### src/logic/gpmux_cfg.svh
// Purpose: constants for the pin function multiplexer
// Assumes: included by the package and the top module
// Notes: register indices are word indices; byte address is four times
`ifndef GPMUX_CFG_SVH
`define GPMUX_CFG_SVH

// pin count and pin positions in the pin vectors
`define GPMUX_NPINS 11
`define GPMUX_NLINES 16
`define GPMUX_PIN_B5 8
`define GPMUX_PIN_B6 9
`define GPMUX_PIN_B7 10
// line offset of group b pins for key return and scan lines
`define GPMUX_B_LINE_OFS 5

// register indices (byte address = 4 * index)
`define GPMUX_IDX_A76 8'h50
`define GPMUX_IDX_A54 8'h51
`define GPMUX_IDX_A32 8'h52
`define GPMUX_IDX_A10 8'h53
`define GPMUX_IDX_B76 8'h54
`define GPMUX_IDX_B54 8'h55
`define GPMUX_IDX_OUTA 8'h60
`define GPMUX_IDX_OUTB 8'h61
`define GPMUX_IDX_INA 8'h62
`define GPMUX_IDX_INB 8'h63
`define GPMUX_NMODE 6

// field positions inside a mode register
`define GPMUX_HI_LSB 4
`define GPMUX_LO_LSB 0
`define GPMUX_HI_SEL 7
`define GPMUX_LO_SEL 3
// group b pins b7..b5 sit in bits 7..5 of the b data registers
`define GPMUX_B_DATA_LSB 5

// reset values and writable-bit masks
`define GPMUX_MODE_RST 8'h00
`define GPMUX_OUT_RST 11'h000
`define GPMUX_WMASK_A76 8'h7f
`define GPMUX_WMASK_A10 8'h77
`define GPMUX_WMASK_B76 8'hf7
`define GPMUX_WMASK_FULL 8'hff

// irq line numbers
`define GPMUX_IRQ_A7_B6 4'ha
`define GPMUX_IRQ_A6_CLR 4'hb
`define GPMUX_IRQ_A6_SET 4'h3
`define GPMUX_IRQ_A5_CLR 4'hc
`define GPMUX_IRQ_A5_SET 4'h4
`define GPMUX_IRQ_A4_CLR 4'hd
`define GPMUX_IRQ_A4_SET 4'h5
`define GPMUX_IRQ_A3_CLR 4'he
`define GPMUX_IRQ_A3_SET 4'h6
`define GPMUX_IRQ_A2_CLR 4'hf
`define GPMUX_IRQ_A2_SET 4'h7
`define GPMUX_IRQ_B7_CLR 4'h9
`define GPMUX_IRQ_B7_SET 4'h1
`define GPMUX_IRQ_B5_CLR 4'hb
`define GPMUX_IRQ_B5_SET 4'h3

`endif

### src/logic/gpmux_pkg.sv
// Purpose: types for the pin function multiplexer
// Assumes: gpmux_cfg.svh defines pin and line counts
// Notes: function codes are the raw 3-bit field values
package gpmux_pkg;
`include "gpmux_cfg.svh"

    // one bit per multiplexed pin: a0..a7, b5, b6, b7
    typedef logic [`GPMUX_NPINS-1:0] gpmux_pins_t;
    // one bit per irq, key return or scan line
    typedef logic [`GPMUX_NLINES-1:0] gpmux_lines_t;
    // raw 3-bit function code of one pin
    typedef enum logic [2:0] {
        GPMUX_CODE_GPIN = 3'h0,
        GPMUX_CODE_IRQ = 3'h1,
        GPMUX_CODE_ALT = 3'h2,
        GPMUX_CODE_KEYIN = 3'h3,
        GPMUX_CODE_GPOUT = 3'h4,
        GPMUX_CODE_CLK = 3'h5,
        GPMUX_CODE_CS = 3'h6,
        GPMUX_CODE_SCAN = 3'h7
    } gpmux_code_t;
    // decoded role of one pin
    typedef enum {
        GPMUX_FN_GPIN, GPMUX_FN_IRQ, GPMUX_FN_KCLK, GPMUX_FN_KDAT,
        GPMUX_FN_IOCS, GPMUX_FN_MEMCS, GPMUX_FN_LOWBAT, GPMUX_FN_RXD,
        GPMUX_FN_KEYIN, GPMUX_FN_GPOUT, GPMUX_FN_SYSCLK, GPMUX_FN_BHE,
        GPMUX_FN_CS0, GPMUX_FN_CS1, GPMUX_FN_CS2, GPMUX_FN_LCDM,
        GPMUX_FN_SCAN, GPMUX_FN_RSVD
    } gpmux_fn_t;

endpackage

### src/logic/gpmux_top.sv
// Purpose: pin function multiplexer for pins a0..a7 and b5..b7
// Assumes: avalon-mm slave, one wait state, inputs synchronous to CLK
// Notes: all outputs registered, so pin effects lag one clock
// Function
// RULE1 - all function codes reset to general input
// RULE2 - code 100 is output; odd pin high
// RULE3 - six rw mode registers at 50H-55H
// RULE4 - a6 irq: select clear irq11, set irq3
// RULE5 - a5 irq12/irq4, a4 irq13/irq5
// RULE6 - a3 irq14/irq6, a2 irq15/irq7
// RULE7 - b7 irq9/irq1, b5 irq11/irq3
// RULE8 - irq select matters only under code 001
// RULE9 - a7 and b6 code 001 is irq10
// RULE10 - a1/a0: 001 iocs16/memcs16, 010 keyboard
// RULE11 - code 010 alternate inputs per pin table
// RULE12 - 011 key return, 111 scan drive
// RULE13 - code 110 chip selects or lcd bias
// RULE14 - code 101 sysclk or bhe, else reserved
// RULE15 - reserved bits reset and read zero
// RULE16 - reserved codes act as general input
// RULE17 - codes 0xx input, 1xx drive pin
//
// The Avalon-MM slave port was decided locally.
`timescale 1ns/1ps
`include "gpmux_cfg.svh"

module gpmux_top
(
    input wire logic CLK,
    input wire logic RST,
    // avalon-mm slave, byte address
    input wire logic [9:0] ADDRESS,
    input wire logic READ,
    input wire logic WRITE,
    input wire logic [31:0] WRITEDATA,
    input wire logic [3:0] BYTEENABLE,
    output logic [31:0] READDATA,
    output logic WAITREQUEST,
    // pad side, bit order a0..a7, b5, b6, b7
    input wire gpmux_pkg::gpmux_pins_t PIN_IN,
    output gpmux_pkg::gpmux_pins_t PIN_OUT,
    output gpmux_pkg::gpmux_pins_t PIN_OE_N,
    // on-chip sources that may drive a pin
    input wire logic SYSCLK_IN,
    input wire logic BHE_IN,
    input wire logic [2:0] CHIP_SELECT_IN,
    input wire logic LCD_AC_BIAS_OUTPUT_IN,
    input wire gpmux_pkg::gpmux_lines_t SCAN_DRIVE_IN,
    // on-chip sinks fed from a pin
    output gpmux_pkg::gpmux_lines_t IRQ_OUT,
    output gpmux_pkg::gpmux_lines_t KEY_RETURN_INPUT,
    output logic KBD_CLOCK_IN_OUT,
    output logic KBD_DATA_IN_OUT,
    output logic IOCS16_OUT,
    output logic MEMCS16_OUT,
    output logic SECOND_LOW_BATTERY_INPUT,
    output logic AUX_SERIAL_RECEIVE_INPUT
);
    import gpmux_pkg::*;

    // mode registers, index 0 is 50H
    logic [7:0] mode_reg [0:`GPMUX_NMODE-1];
    // general-purpose output data per pin
    gpmux_pins_t gp_out_reg;
    // bus answer registers
    logic wait_reg;
    logic [31:0] rdata_reg;
    logic [31:0] rdata_next;
    // pad and sink registers
    gpmux_pins_t pin_out_reg;
    gpmux_pins_t pin_out_next;
    gpmux_pins_t pin_oe_n_reg;
    gpmux_pins_t pin_oe_n_next;
    gpmux_lines_t irq_reg;
    gpmux_lines_t irq_next;
    gpmux_lines_t keyin_reg;
    gpmux_lines_t keyin_next;
    logic [5:0] sink_reg;
    logic [5:0] sink_next;
    // per-pin code and irq select, unpacked from mode registers
    logic [2:0] code [0:`GPMUX_NPINS-1];
    gpmux_pins_t sel;
    // bus decode
    logic req;
    logic word_ok;
    logic [7:0] idx;
    logic take_wr;

    // word index of the access; low two bits must be zero
    assign idx = ADDRESS[9:2];
    assign word_ok = (ADDRESS[1:0] == 2'h0);
    assign req = READ | WRITE;
    // write lands on the cycle waitrequest is low
    assign take_wr = WRITE & ~wait_reg & word_ok & BYTEENABLE[0];

    // writable bits of each mode register; reserved bits stay zero
    function automatic logic [7:0] wmask(input int r);
        case (r)
            0: wmask = `GPMUX_WMASK_A76;
            3: wmask = `GPMUX_WMASK_A10;
            4: wmask = `GPMUX_WMASK_B76;
            default: wmask = `GPMUX_WMASK_FULL;
        endcase
    endfunction

    // decode pin index and code into the pin's role
    function automatic gpmux_fn_t fn_of(input int p, input logic [2:0] c);
        fn_of = GPMUX_FN_RSVD;
        case (c)
            GPMUX_CODE_GPIN: fn_of = GPMUX_FN_GPIN;
            GPMUX_CODE_IRQ:
            begin
                // a1/a0 carry bus size inputs instead of irq
                if (p == 1)
                    fn_of = GPMUX_FN_IOCS; // RULE10
                else if (p == 0)
                    fn_of = GPMUX_FN_MEMCS; // RULE10
                else
                    fn_of = GPMUX_FN_IRQ;
            end
            GPMUX_CODE_ALT:
            begin
                // per-pin alternate input
                case (p)
                    7, 0: fn_of = GPMUX_FN_KCLK; // RULE11
                    6, 1: fn_of = GPMUX_FN_KDAT; // RULE11
                    5: fn_of = GPMUX_FN_IOCS; // RULE11
                    4: fn_of = GPMUX_FN_MEMCS; // RULE11
                    3, `GPMUX_PIN_B6: fn_of = GPMUX_FN_LOWBAT; // RULE11
                    default: fn_of = GPMUX_FN_RXD; // RULE11
                endcase
            end
            GPMUX_CODE_KEYIN: fn_of = GPMUX_FN_KEYIN; // RULE12
            GPMUX_CODE_GPOUT: fn_of = GPMUX_FN_GPOUT; // RULE2
            GPMUX_CODE_CLK:
            begin
                // clock or byte-high strobe, else reserved
                case (p)
                    7, 3, `GPMUX_PIN_B7: fn_of = GPMUX_FN_SYSCLK; // RULE14
                    6, 2, `GPMUX_PIN_B6: fn_of = GPMUX_FN_BHE; // RULE14
                    default: fn_of = GPMUX_FN_RSVD; // RULE14
                endcase
            end
            GPMUX_CODE_CS:
            begin
                // chip select or lcd bias, a3 reserved
                case (p)
                    7, 1, `GPMUX_PIN_B7: fn_of = GPMUX_FN_CS2; // RULE13
                    6, 0, `GPMUX_PIN_B6: fn_of = GPMUX_FN_CS1; // RULE13
                    5, `GPMUX_PIN_B5: fn_of = GPMUX_FN_CS0; // RULE13
                    4, 2: fn_of = GPMUX_FN_LCDM; // RULE13
                    default: fn_of = GPMUX_FN_RSVD; // RULE13
                endcase
            end
            GPMUX_CODE_SCAN: fn_of = GPMUX_FN_SCAN; // RULE12
            default: fn_of = GPMUX_FN_RSVD;
        endcase
    endfunction

    // irq line for a pin under code 001
    function automatic logic [3:0] irq_line(input int p, input logic s);
        case (p)
            7, `GPMUX_PIN_B6: irq_line = `GPMUX_IRQ_A7_B6; // RULE9
            6: irq_line = s ? `GPMUX_IRQ_A6_SET : `GPMUX_IRQ_A6_CLR; // RULE4
            5: irq_line = s ? `GPMUX_IRQ_A5_SET : `GPMUX_IRQ_A5_CLR; // RULE5
            4: irq_line = s ? `GPMUX_IRQ_A4_SET : `GPMUX_IRQ_A4_CLR; // RULE5
            3: irq_line = s ? `GPMUX_IRQ_A3_SET : `GPMUX_IRQ_A3_CLR; // RULE6
            2: irq_line = s ? `GPMUX_IRQ_A2_SET : `GPMUX_IRQ_A2_CLR; // RULE6
            `GPMUX_PIN_B7: irq_line = s ? `GPMUX_IRQ_B7_SET : `GPMUX_IRQ_B7_CLR; // RULE7
            `GPMUX_PIN_B5: irq_line = s ? `GPMUX_IRQ_B5_SET : `GPMUX_IRQ_B5_CLR; // RULE7
            default: irq_line = 4'h0;
        endcase
    endfunction

    // key return / scan line index of a pin
    function automatic logic [3:0] line_of(input int p);
        if (p < 8)
            line_of = 4'(p); // RULE12
        else
            line_of = 4'(p + `GPMUX_B_LINE_OFS); // RULE12
    endfunction

    // unpack per-pin fields: odd pin high field, even pin low
    always_comb
    begin
        code[7] = mode_reg[0][`GPMUX_HI_LSB +: 3]; // RULE2
        code[6] = mode_reg[0][`GPMUX_LO_LSB +: 3];
        code[5] = mode_reg[1][`GPMUX_HI_LSB +: 3];
        code[4] = mode_reg[1][`GPMUX_LO_LSB +: 3];
        code[3] = mode_reg[2][`GPMUX_HI_LSB +: 3];
        code[2] = mode_reg[2][`GPMUX_LO_LSB +: 3];
        code[1] = mode_reg[3][`GPMUX_HI_LSB +: 3];
        code[0] = mode_reg[3][`GPMUX_LO_LSB +: 3];
        code[`GPMUX_PIN_B7] = mode_reg[4][`GPMUX_HI_LSB +: 3];
        code[`GPMUX_PIN_B6] = mode_reg[4][`GPMUX_LO_LSB +: 3];
        code[`GPMUX_PIN_B5] = mode_reg[5][`GPMUX_HI_LSB +: 3];
        // irq selects; reserved positions read zero anyway
        sel = '0;
        sel[6] = mode_reg[0][`GPMUX_LO_SEL];
        sel[5] = mode_reg[1][`GPMUX_HI_SEL];
        sel[4] = mode_reg[1][`GPMUX_LO_SEL];
        sel[3] = mode_reg[2][`GPMUX_HI_SEL];
        sel[2] = mode_reg[2][`GPMUX_LO_SEL];
        sel[`GPMUX_PIN_B7] = mode_reg[4][`GPMUX_HI_SEL];
        sel[`GPMUX_PIN_B5] = mode_reg[5][`GPMUX_HI_SEL];
    end

    // route every pin by its decoded role
    always_comb
    begin
        pin_out_next = '0;
        pin_oe_n_next = '1;
        irq_next = '0;
        keyin_next = '0;
        sink_next = '0;
        for (int i = 0; i < `GPMUX_NPINS; i++)
        begin
            case (fn_of(i, code[i]))
                // input roles: driver stays off
                GPMUX_FN_IRQ:
                    irq_next[irq_line(i, sel[i])] |= PIN_IN[i]; // RULE8
                GPMUX_FN_KCLK: sink_next[0] |= PIN_IN[i]; // RULE17
                GPMUX_FN_KDAT: sink_next[1] |= PIN_IN[i]; // RULE17
                GPMUX_FN_IOCS: sink_next[2] |= PIN_IN[i]; // RULE17
                GPMUX_FN_MEMCS: sink_next[3] |= PIN_IN[i]; // RULE17
                GPMUX_FN_LOWBAT: sink_next[4] |= PIN_IN[i]; // RULE17
                GPMUX_FN_RXD: sink_next[5] |= PIN_IN[i]; // RULE17
                GPMUX_FN_KEYIN: keyin_next[line_of(i)] = PIN_IN[i]; // RULE12
                // output roles: driver on, source onto pin
                GPMUX_FN_GPOUT:
                begin
                    pin_out_next[i] = gp_out_reg[i]; // RULE2
                    pin_oe_n_next[i] = 1'b0; // RULE17
                end
                GPMUX_FN_SYSCLK:
                begin
                    pin_out_next[i] = SYSCLK_IN; // RULE14
                    pin_oe_n_next[i] = 1'b0; // RULE17
                end
                GPMUX_FN_BHE:
                begin
                    pin_out_next[i] = BHE_IN; // RULE14
                    pin_oe_n_next[i] = 1'b0; // RULE17
                end
                GPMUX_FN_CS0:
                begin
                    pin_out_next[i] = CHIP_SELECT_IN[0]; // RULE13
                    pin_oe_n_next[i] = 1'b0; // RULE17
                end
                GPMUX_FN_CS1:
                begin
                    pin_out_next[i] = CHIP_SELECT_IN[1]; // RULE13
                    pin_oe_n_next[i] = 1'b0; // RULE17
                end
                GPMUX_FN_CS2:
                begin
                    pin_out_next[i] = CHIP_SELECT_IN[2]; // RULE13
                    pin_oe_n_next[i] = 1'b0; // RULE17
                end
                GPMUX_FN_LCDM:
                begin
                    pin_out_next[i] = LCD_AC_BIAS_OUTPUT_IN; // RULE13
                    pin_oe_n_next[i] = 1'b0; // RULE17
                end
                GPMUX_FN_SCAN:
                begin
                    pin_out_next[i] = SCAN_DRIVE_IN[line_of(i)]; // RULE12
                    pin_oe_n_next[i] = 1'b0; // RULE17
                end
                // general input and reserved: nothing driven
                default: pin_oe_n_next[i] = 1'b1; // RULE16
            endcase
        end
    end

    // pad and sink registers
    always_ff @(posedge CLK or posedge RST)
    begin
        if (RST)
        begin
            pin_out_reg <= '0;
            pin_oe_n_reg <= '1;
            irq_reg <= '0;
            keyin_reg <= '0;
            sink_reg <= '0;
        end
        else
        begin
            pin_out_reg <= pin_out_next;
            pin_oe_n_reg <= pin_oe_n_next;
            irq_reg <= irq_next;
            keyin_reg <= keyin_next;
            sink_reg <= sink_next;
        end
    end

    // mode registers: reset to general input, masked writes
    always_ff @(posedge CLK or posedge RST)
    begin
        if (RST)
        begin
            for (int r = 0; r < `GPMUX_NMODE; r++)
                mode_reg[r] <= `GPMUX_MODE_RST; // RULE1 RULE15
        end
        else if (take_wr && idx >= `GPMUX_IDX_A76 && idx <= `GPMUX_IDX_B54)
        begin
            // reserved bits forced low on write
            for (int r = 0; r < `GPMUX_NMODE; r++)
                if (idx == `GPMUX_IDX_A76 + 8'(r))
                    mode_reg[r] <= WRITEDATA[7:0] & wmask(r); // RULE3 RULE15
        end
    end

    // general-purpose output data
    always_ff @(posedge CLK or posedge RST)
    begin
        if (RST)
            gp_out_reg <= `GPMUX_OUT_RST;
        else if (take_wr && idx == `GPMUX_IDX_OUTA)
            gp_out_reg[7:0] <= WRITEDATA[7:0];
        else if (take_wr && idx == `GPMUX_IDX_OUTB)
            gp_out_reg[10:8] <= WRITEDATA[7:`GPMUX_B_DATA_LSB];
    end

    // read mux; unmapped addresses read zero
    always_comb
    begin
        rdata_next = 32'h0;
        if (word_ok)
        begin
            if (idx >= `GPMUX_IDX_A76 && idx <= `GPMUX_IDX_B54)
                rdata_next[7:0] = mode_reg[3'(idx - `GPMUX_IDX_A76)]; // RULE3
            else if (idx == `GPMUX_IDX_OUTA)
                rdata_next[7:0] = gp_out_reg[7:0];
            else if (idx == `GPMUX_IDX_OUTB)
                rdata_next[7:`GPMUX_B_DATA_LSB] = gp_out_reg[10:8];
            else if (idx == `GPMUX_IDX_INA)
                rdata_next[7:0] = PIN_IN[7:0];
            else if (idx == `GPMUX_IDX_INB)
                rdata_next[7:`GPMUX_B_DATA_LSB] = PIN_IN[10:8];
        end
    end

    // one wait state: high on first cycle of a request, low on second
    always_ff @(posedge CLK or posedge RST)
    begin
        if (RST)
            wait_reg <= 1'b1;
        else
            wait_reg <= ~(req & wait_reg);
    end

    // read data captured during the wait cycle
    always_ff @(posedge CLK or posedge RST)
    begin
        if (RST)
            rdata_reg <= 32'h0;
        else if (READ && wait_reg)
            rdata_reg <= rdata_next;
    end

    // outputs straight from flops
    assign READDATA = rdata_reg;
    assign WAITREQUEST = wait_reg;
    assign PIN_OUT = pin_out_reg;
    assign PIN_OE_N = pin_oe_n_reg;
    assign IRQ_OUT = irq_reg;
    assign KEY_RETURN_INPUT = keyin_reg;
    assign KBD_CLOCK_IN_OUT = sink_reg[0];
    assign KBD_DATA_IN_OUT = sink_reg[1];
    assign IOCS16_OUT = sink_reg[2];
    assign MEMCS16_OUT = sink_reg[3];
    assign SECOND_LOW_BATTERY_INPUT = sink_reg[4];
    assign AUX_SERIAL_RECEIVE_INPUT = sink_reg[5];

endmodule // gpmux_top

### config.mk
export PLATFORM = sky130hd
export DESIGN_NAME = gpmux_top
export DESIGN_NICKNAME = d
export VERILOG_FILES = /design/src/logic/gpmux_pkg.sv /design/src/logic/gpmux_top.sv
export VERILOG_INCLUDE_DIRS = /design/src /design/src/logic
export SDC_FILE = /design/constraint.sdc
export NUM_CORES = 1
export LEC_CHECK = 0
export BUFFER_PORTS_ARGS = -buffer_cell sky130_fd_sc_hd__buf_2
export CAP_MARGIN = 40
export CELL_PAD_IN_SITES_DETAIL_PLACEMENT = 0
export CELL_PAD_IN_SITES_GLOBAL_PLACEMENT = 2
export CORE_AREA = 2 2 119 150
export DETAILED_ROUTE_END_ITERATION = 10
export DIE_AREA = 0 0 121 152
export PLACE_DENSITY = 0.9
export REMOVE_ABC_BUFFERS = 1
export SLEW_MARGIN = 20
export SYNTH_ARGS = -nofsm -noshare
export SYNTH_HDL_FRONTEND = slang
export SYNTH_SLANG_ARGS = --single-unit
export TNS_END_PERCENT = 5
### constraint.sdc
create_clock -name CLK -period 4.87 [get_ports CLK]
set_input_delay 0.487 -clock CLK [delete_from_list [all_inputs] [get_ports CLK]]
set_output_delay 0.487 -clock CLK [all_outputs]
set_load 0.005 [all_outputs]
==> out/results.tsv <==
metric	value	unit
port bufs	112	
area delta synth->final	23.9	%
clock sink total	117	
Pins Over Slew Limit	0	
Hold Fails Final Rpt	0	
hpwl dp	11100	um
Static Leak	3.32	nW
drt first pass iters	4	
vias	3812	
Worst Path Arrival	2.52	ns
CTS tree	done	
Total Routed Length	15000	um
Slew HR	44.4	%
commonest cells in the synthesized netlist	dfrtp_1, mux2_2, buf_4	
# DRC	0	
DR WL met2	7740	um
core region area	17100	um2
RSZ-0062 raised after global routing	no	
first-pass GRT wire length	23500	um
post-cts resize count	0	
Setup crit start kind	flop	
M1 WL	5760	um
setup tns final	0	ns
Final period util	45.7	%
Final #Nets	622	
GR Overflow Total	0	
Initial DRC Count	204	
CTS max path bufs	2	
clk slew on worst S/H paths	0.05	ns
f_max	450	MHz
kind of end point of the critical path	flop	
initial antenna violation count	1	
Post-synth EDFFs	0	
H-Tree Depth	4	
Req. time, crit path	5.17	ns
Max Used Layer	met5	
Setup WS post-layout	2.65	ns
count leader, synth	dfrtp_1	
power density cells	352	nW/um2
Synth top area share	48.0	%
synthesis-stage register bit count	117	
clock root buffer	clkbuf_16	
distinct cell type count after synthesis	50	
Die Wd	121	um
fraction of layout cells with a size suffix above 1	43.2	%
# Max-Cap Violations	0	
endpoints failing setup	0	
hold bufs inserted after CTS	0	
max reg flops	33	
async set or reset register ratio after synthesis	100	%
die area	18400	um2
Synth area leader	dfrtp_1	
met3 WL post-DR	962	um
clock latency on the worst-skew pair	0.41	ns
Most used DFF post-synth	dfrtp_1	
Die H	152	um
yosys warns	0	
clk_skew	0.00909	ns
Setup Buffers After CTS	0	
Initial Util	32.1	%
vias in the first global route	4139	
Slew @ Worst Pin	0.828	ns
register area share after synthesis	53.7	%
critical path type	reg -> reg	
Rows	54	
top cells by area, synth	dfrtp_1, mux2_2, dfstp_2, mux4_2, buf_4	
Syn Inst Count	419	
gr usage total	17.0	%
pin count of the biggest net entering global routing	50	
fillers	1638	
Avg Cell Area, Syn	13.1	um2
Routability Congestion	0.802	
status	finished, final reports clean	
Place WS	2.26	ns
Min-Delay Path Class	in -> async	
number of buffers created by CTS	17	
I/O pin count	176	
critical path peak fanout	8	
fin crit period	2.22	ns
VDD IR-drop max	0.000269	V
synthesized area	5480	um2
Via density	4.92	
Routed WL per cell	19.4	um
Post-DRT Antenna Nets	0	
Inserted Diodes	0	
[critical path: stages, from the launching register on]
cell,delay (ns)
dfstp_2,0.38
nor4b_2,0.37
nand4_4,0.27
nor3_2,0.67
mux2_2,0.41
[layout by cell type (no fill, tap or decap), types with 2 or more instances in the layout]
cell type / instances
conb_1: 32
or3b_2: 2
nor2_1: 12
nand2b_1: 5
a22oi_1: 2
and2_1: 9
o221ai_1: 5
clkbuf_1: 5
inv_1: 16
mux2_4: 8
nor4b_2: 2
nand2_1: 27
o32ai_1: 5
o211ai_1: 2
nor3_1: 4
nor4_4: 3
nor2b_1: 11
and3_1: 8
o21ai_0: 8
clkbuf_16: 17
nor4b_1: 3
nand3_1: 7
a21o_1: 2
dfstp_2: 12
mux2i_1: 15
nand3b_1: 3
bufinv_16: 4
a21oi_1: 6
o22ai_1: 5
or3_1: 3
a32o_1: 2
mux2_2: 51
nor3b_1: 3
buf_2: 112
mux4_2: 14
dfrtp_1: 105
clkinv_4: 2
[layout make-up]
cell class                      count  area (um2)  share of cell area, %
Clock buffer                       23         458                   6.75
Clock inverter                      8         150                   2.21
Inverter                           17        66.3                  0.977
Multi-Input combinational cell    272        2290                   33.8
Sequential cell                   117        2940                   43.4
Tap cell                          224         280                   4.13
Timing Repair Buffer              114         596                   8.78
[path summary, 6_finish.rpt]
| kind | startpoint | endpoint | slack [ns] | depth (start not counted) |
|---|---|---|---|---|
| max in group asynchronous | RST | code[2] | 3.64 | 4 |
| hold reg to reg | mode_reg[39] | IRQ_OUT[12] | 0.46 | 1 |
| min in group CLK | READ | WAITREQUEST | 0.25 | 2 |
| setup reg to reg | WAITREQUEST | code[15] | 2.65 | 4 |
| setup / recovery | WAITREQUEST | code[15] | 2.65 | 4 |
| hold / removal | RST | READDATA[7] | 0.04 | 2 |
[cell families (layout without fill, tap and decap cells)]
logic type / Yosys count / after routing / synth area share, %
AOI/OAI and AO/OA: 42 / 42 / 5.46
buffers and inverters: 61 / 162 / 6.55
other: 1 / 32 / 0.0684
DFF: 117 / 117 / 53.7
muxes: 88 / 88 / 21.2
and+or+nand+nor: 110 / 110 / 13.0
[metrics by stage]
stage | area, um2 | total power, mW | instances | hold slack (ns) | util [%]
floorplan | 5300 | 1.05 | 406 | 0.407 | -
global placement | 6150 | 1.11 | 743 | 0.454 | 36.0
detailed placement | 6180 | 1.11 | 744 | 0.459 | 36.1
CTS | 6790 | 2.41 | 775 | 0.0395 | 39.7
global route | 6790 | 2.46 | 775 | 0.0723 | 39.7
finish | 6790 | 2.39 | 775 | 0.0431 | 39.7
[metal layers]
metal / vias to the layer above / global-route usage (%)
met2: 155 / 28.8
met3: 35 / 4.58
met4: 2 / 8.36
li1: 1696 / -
met1: 1924 / 19.6
met5: - / 0
[power breakdown]
group | internal, mW | total, mW | switching, mW
Sequential | 0.978 | 0.982 | 0.00370
Combinational | 0.0387 | 0.116 | 0.0775
Clock | 0.867 | 1.29 | 0.423
(Power assumes the default switching activity.)
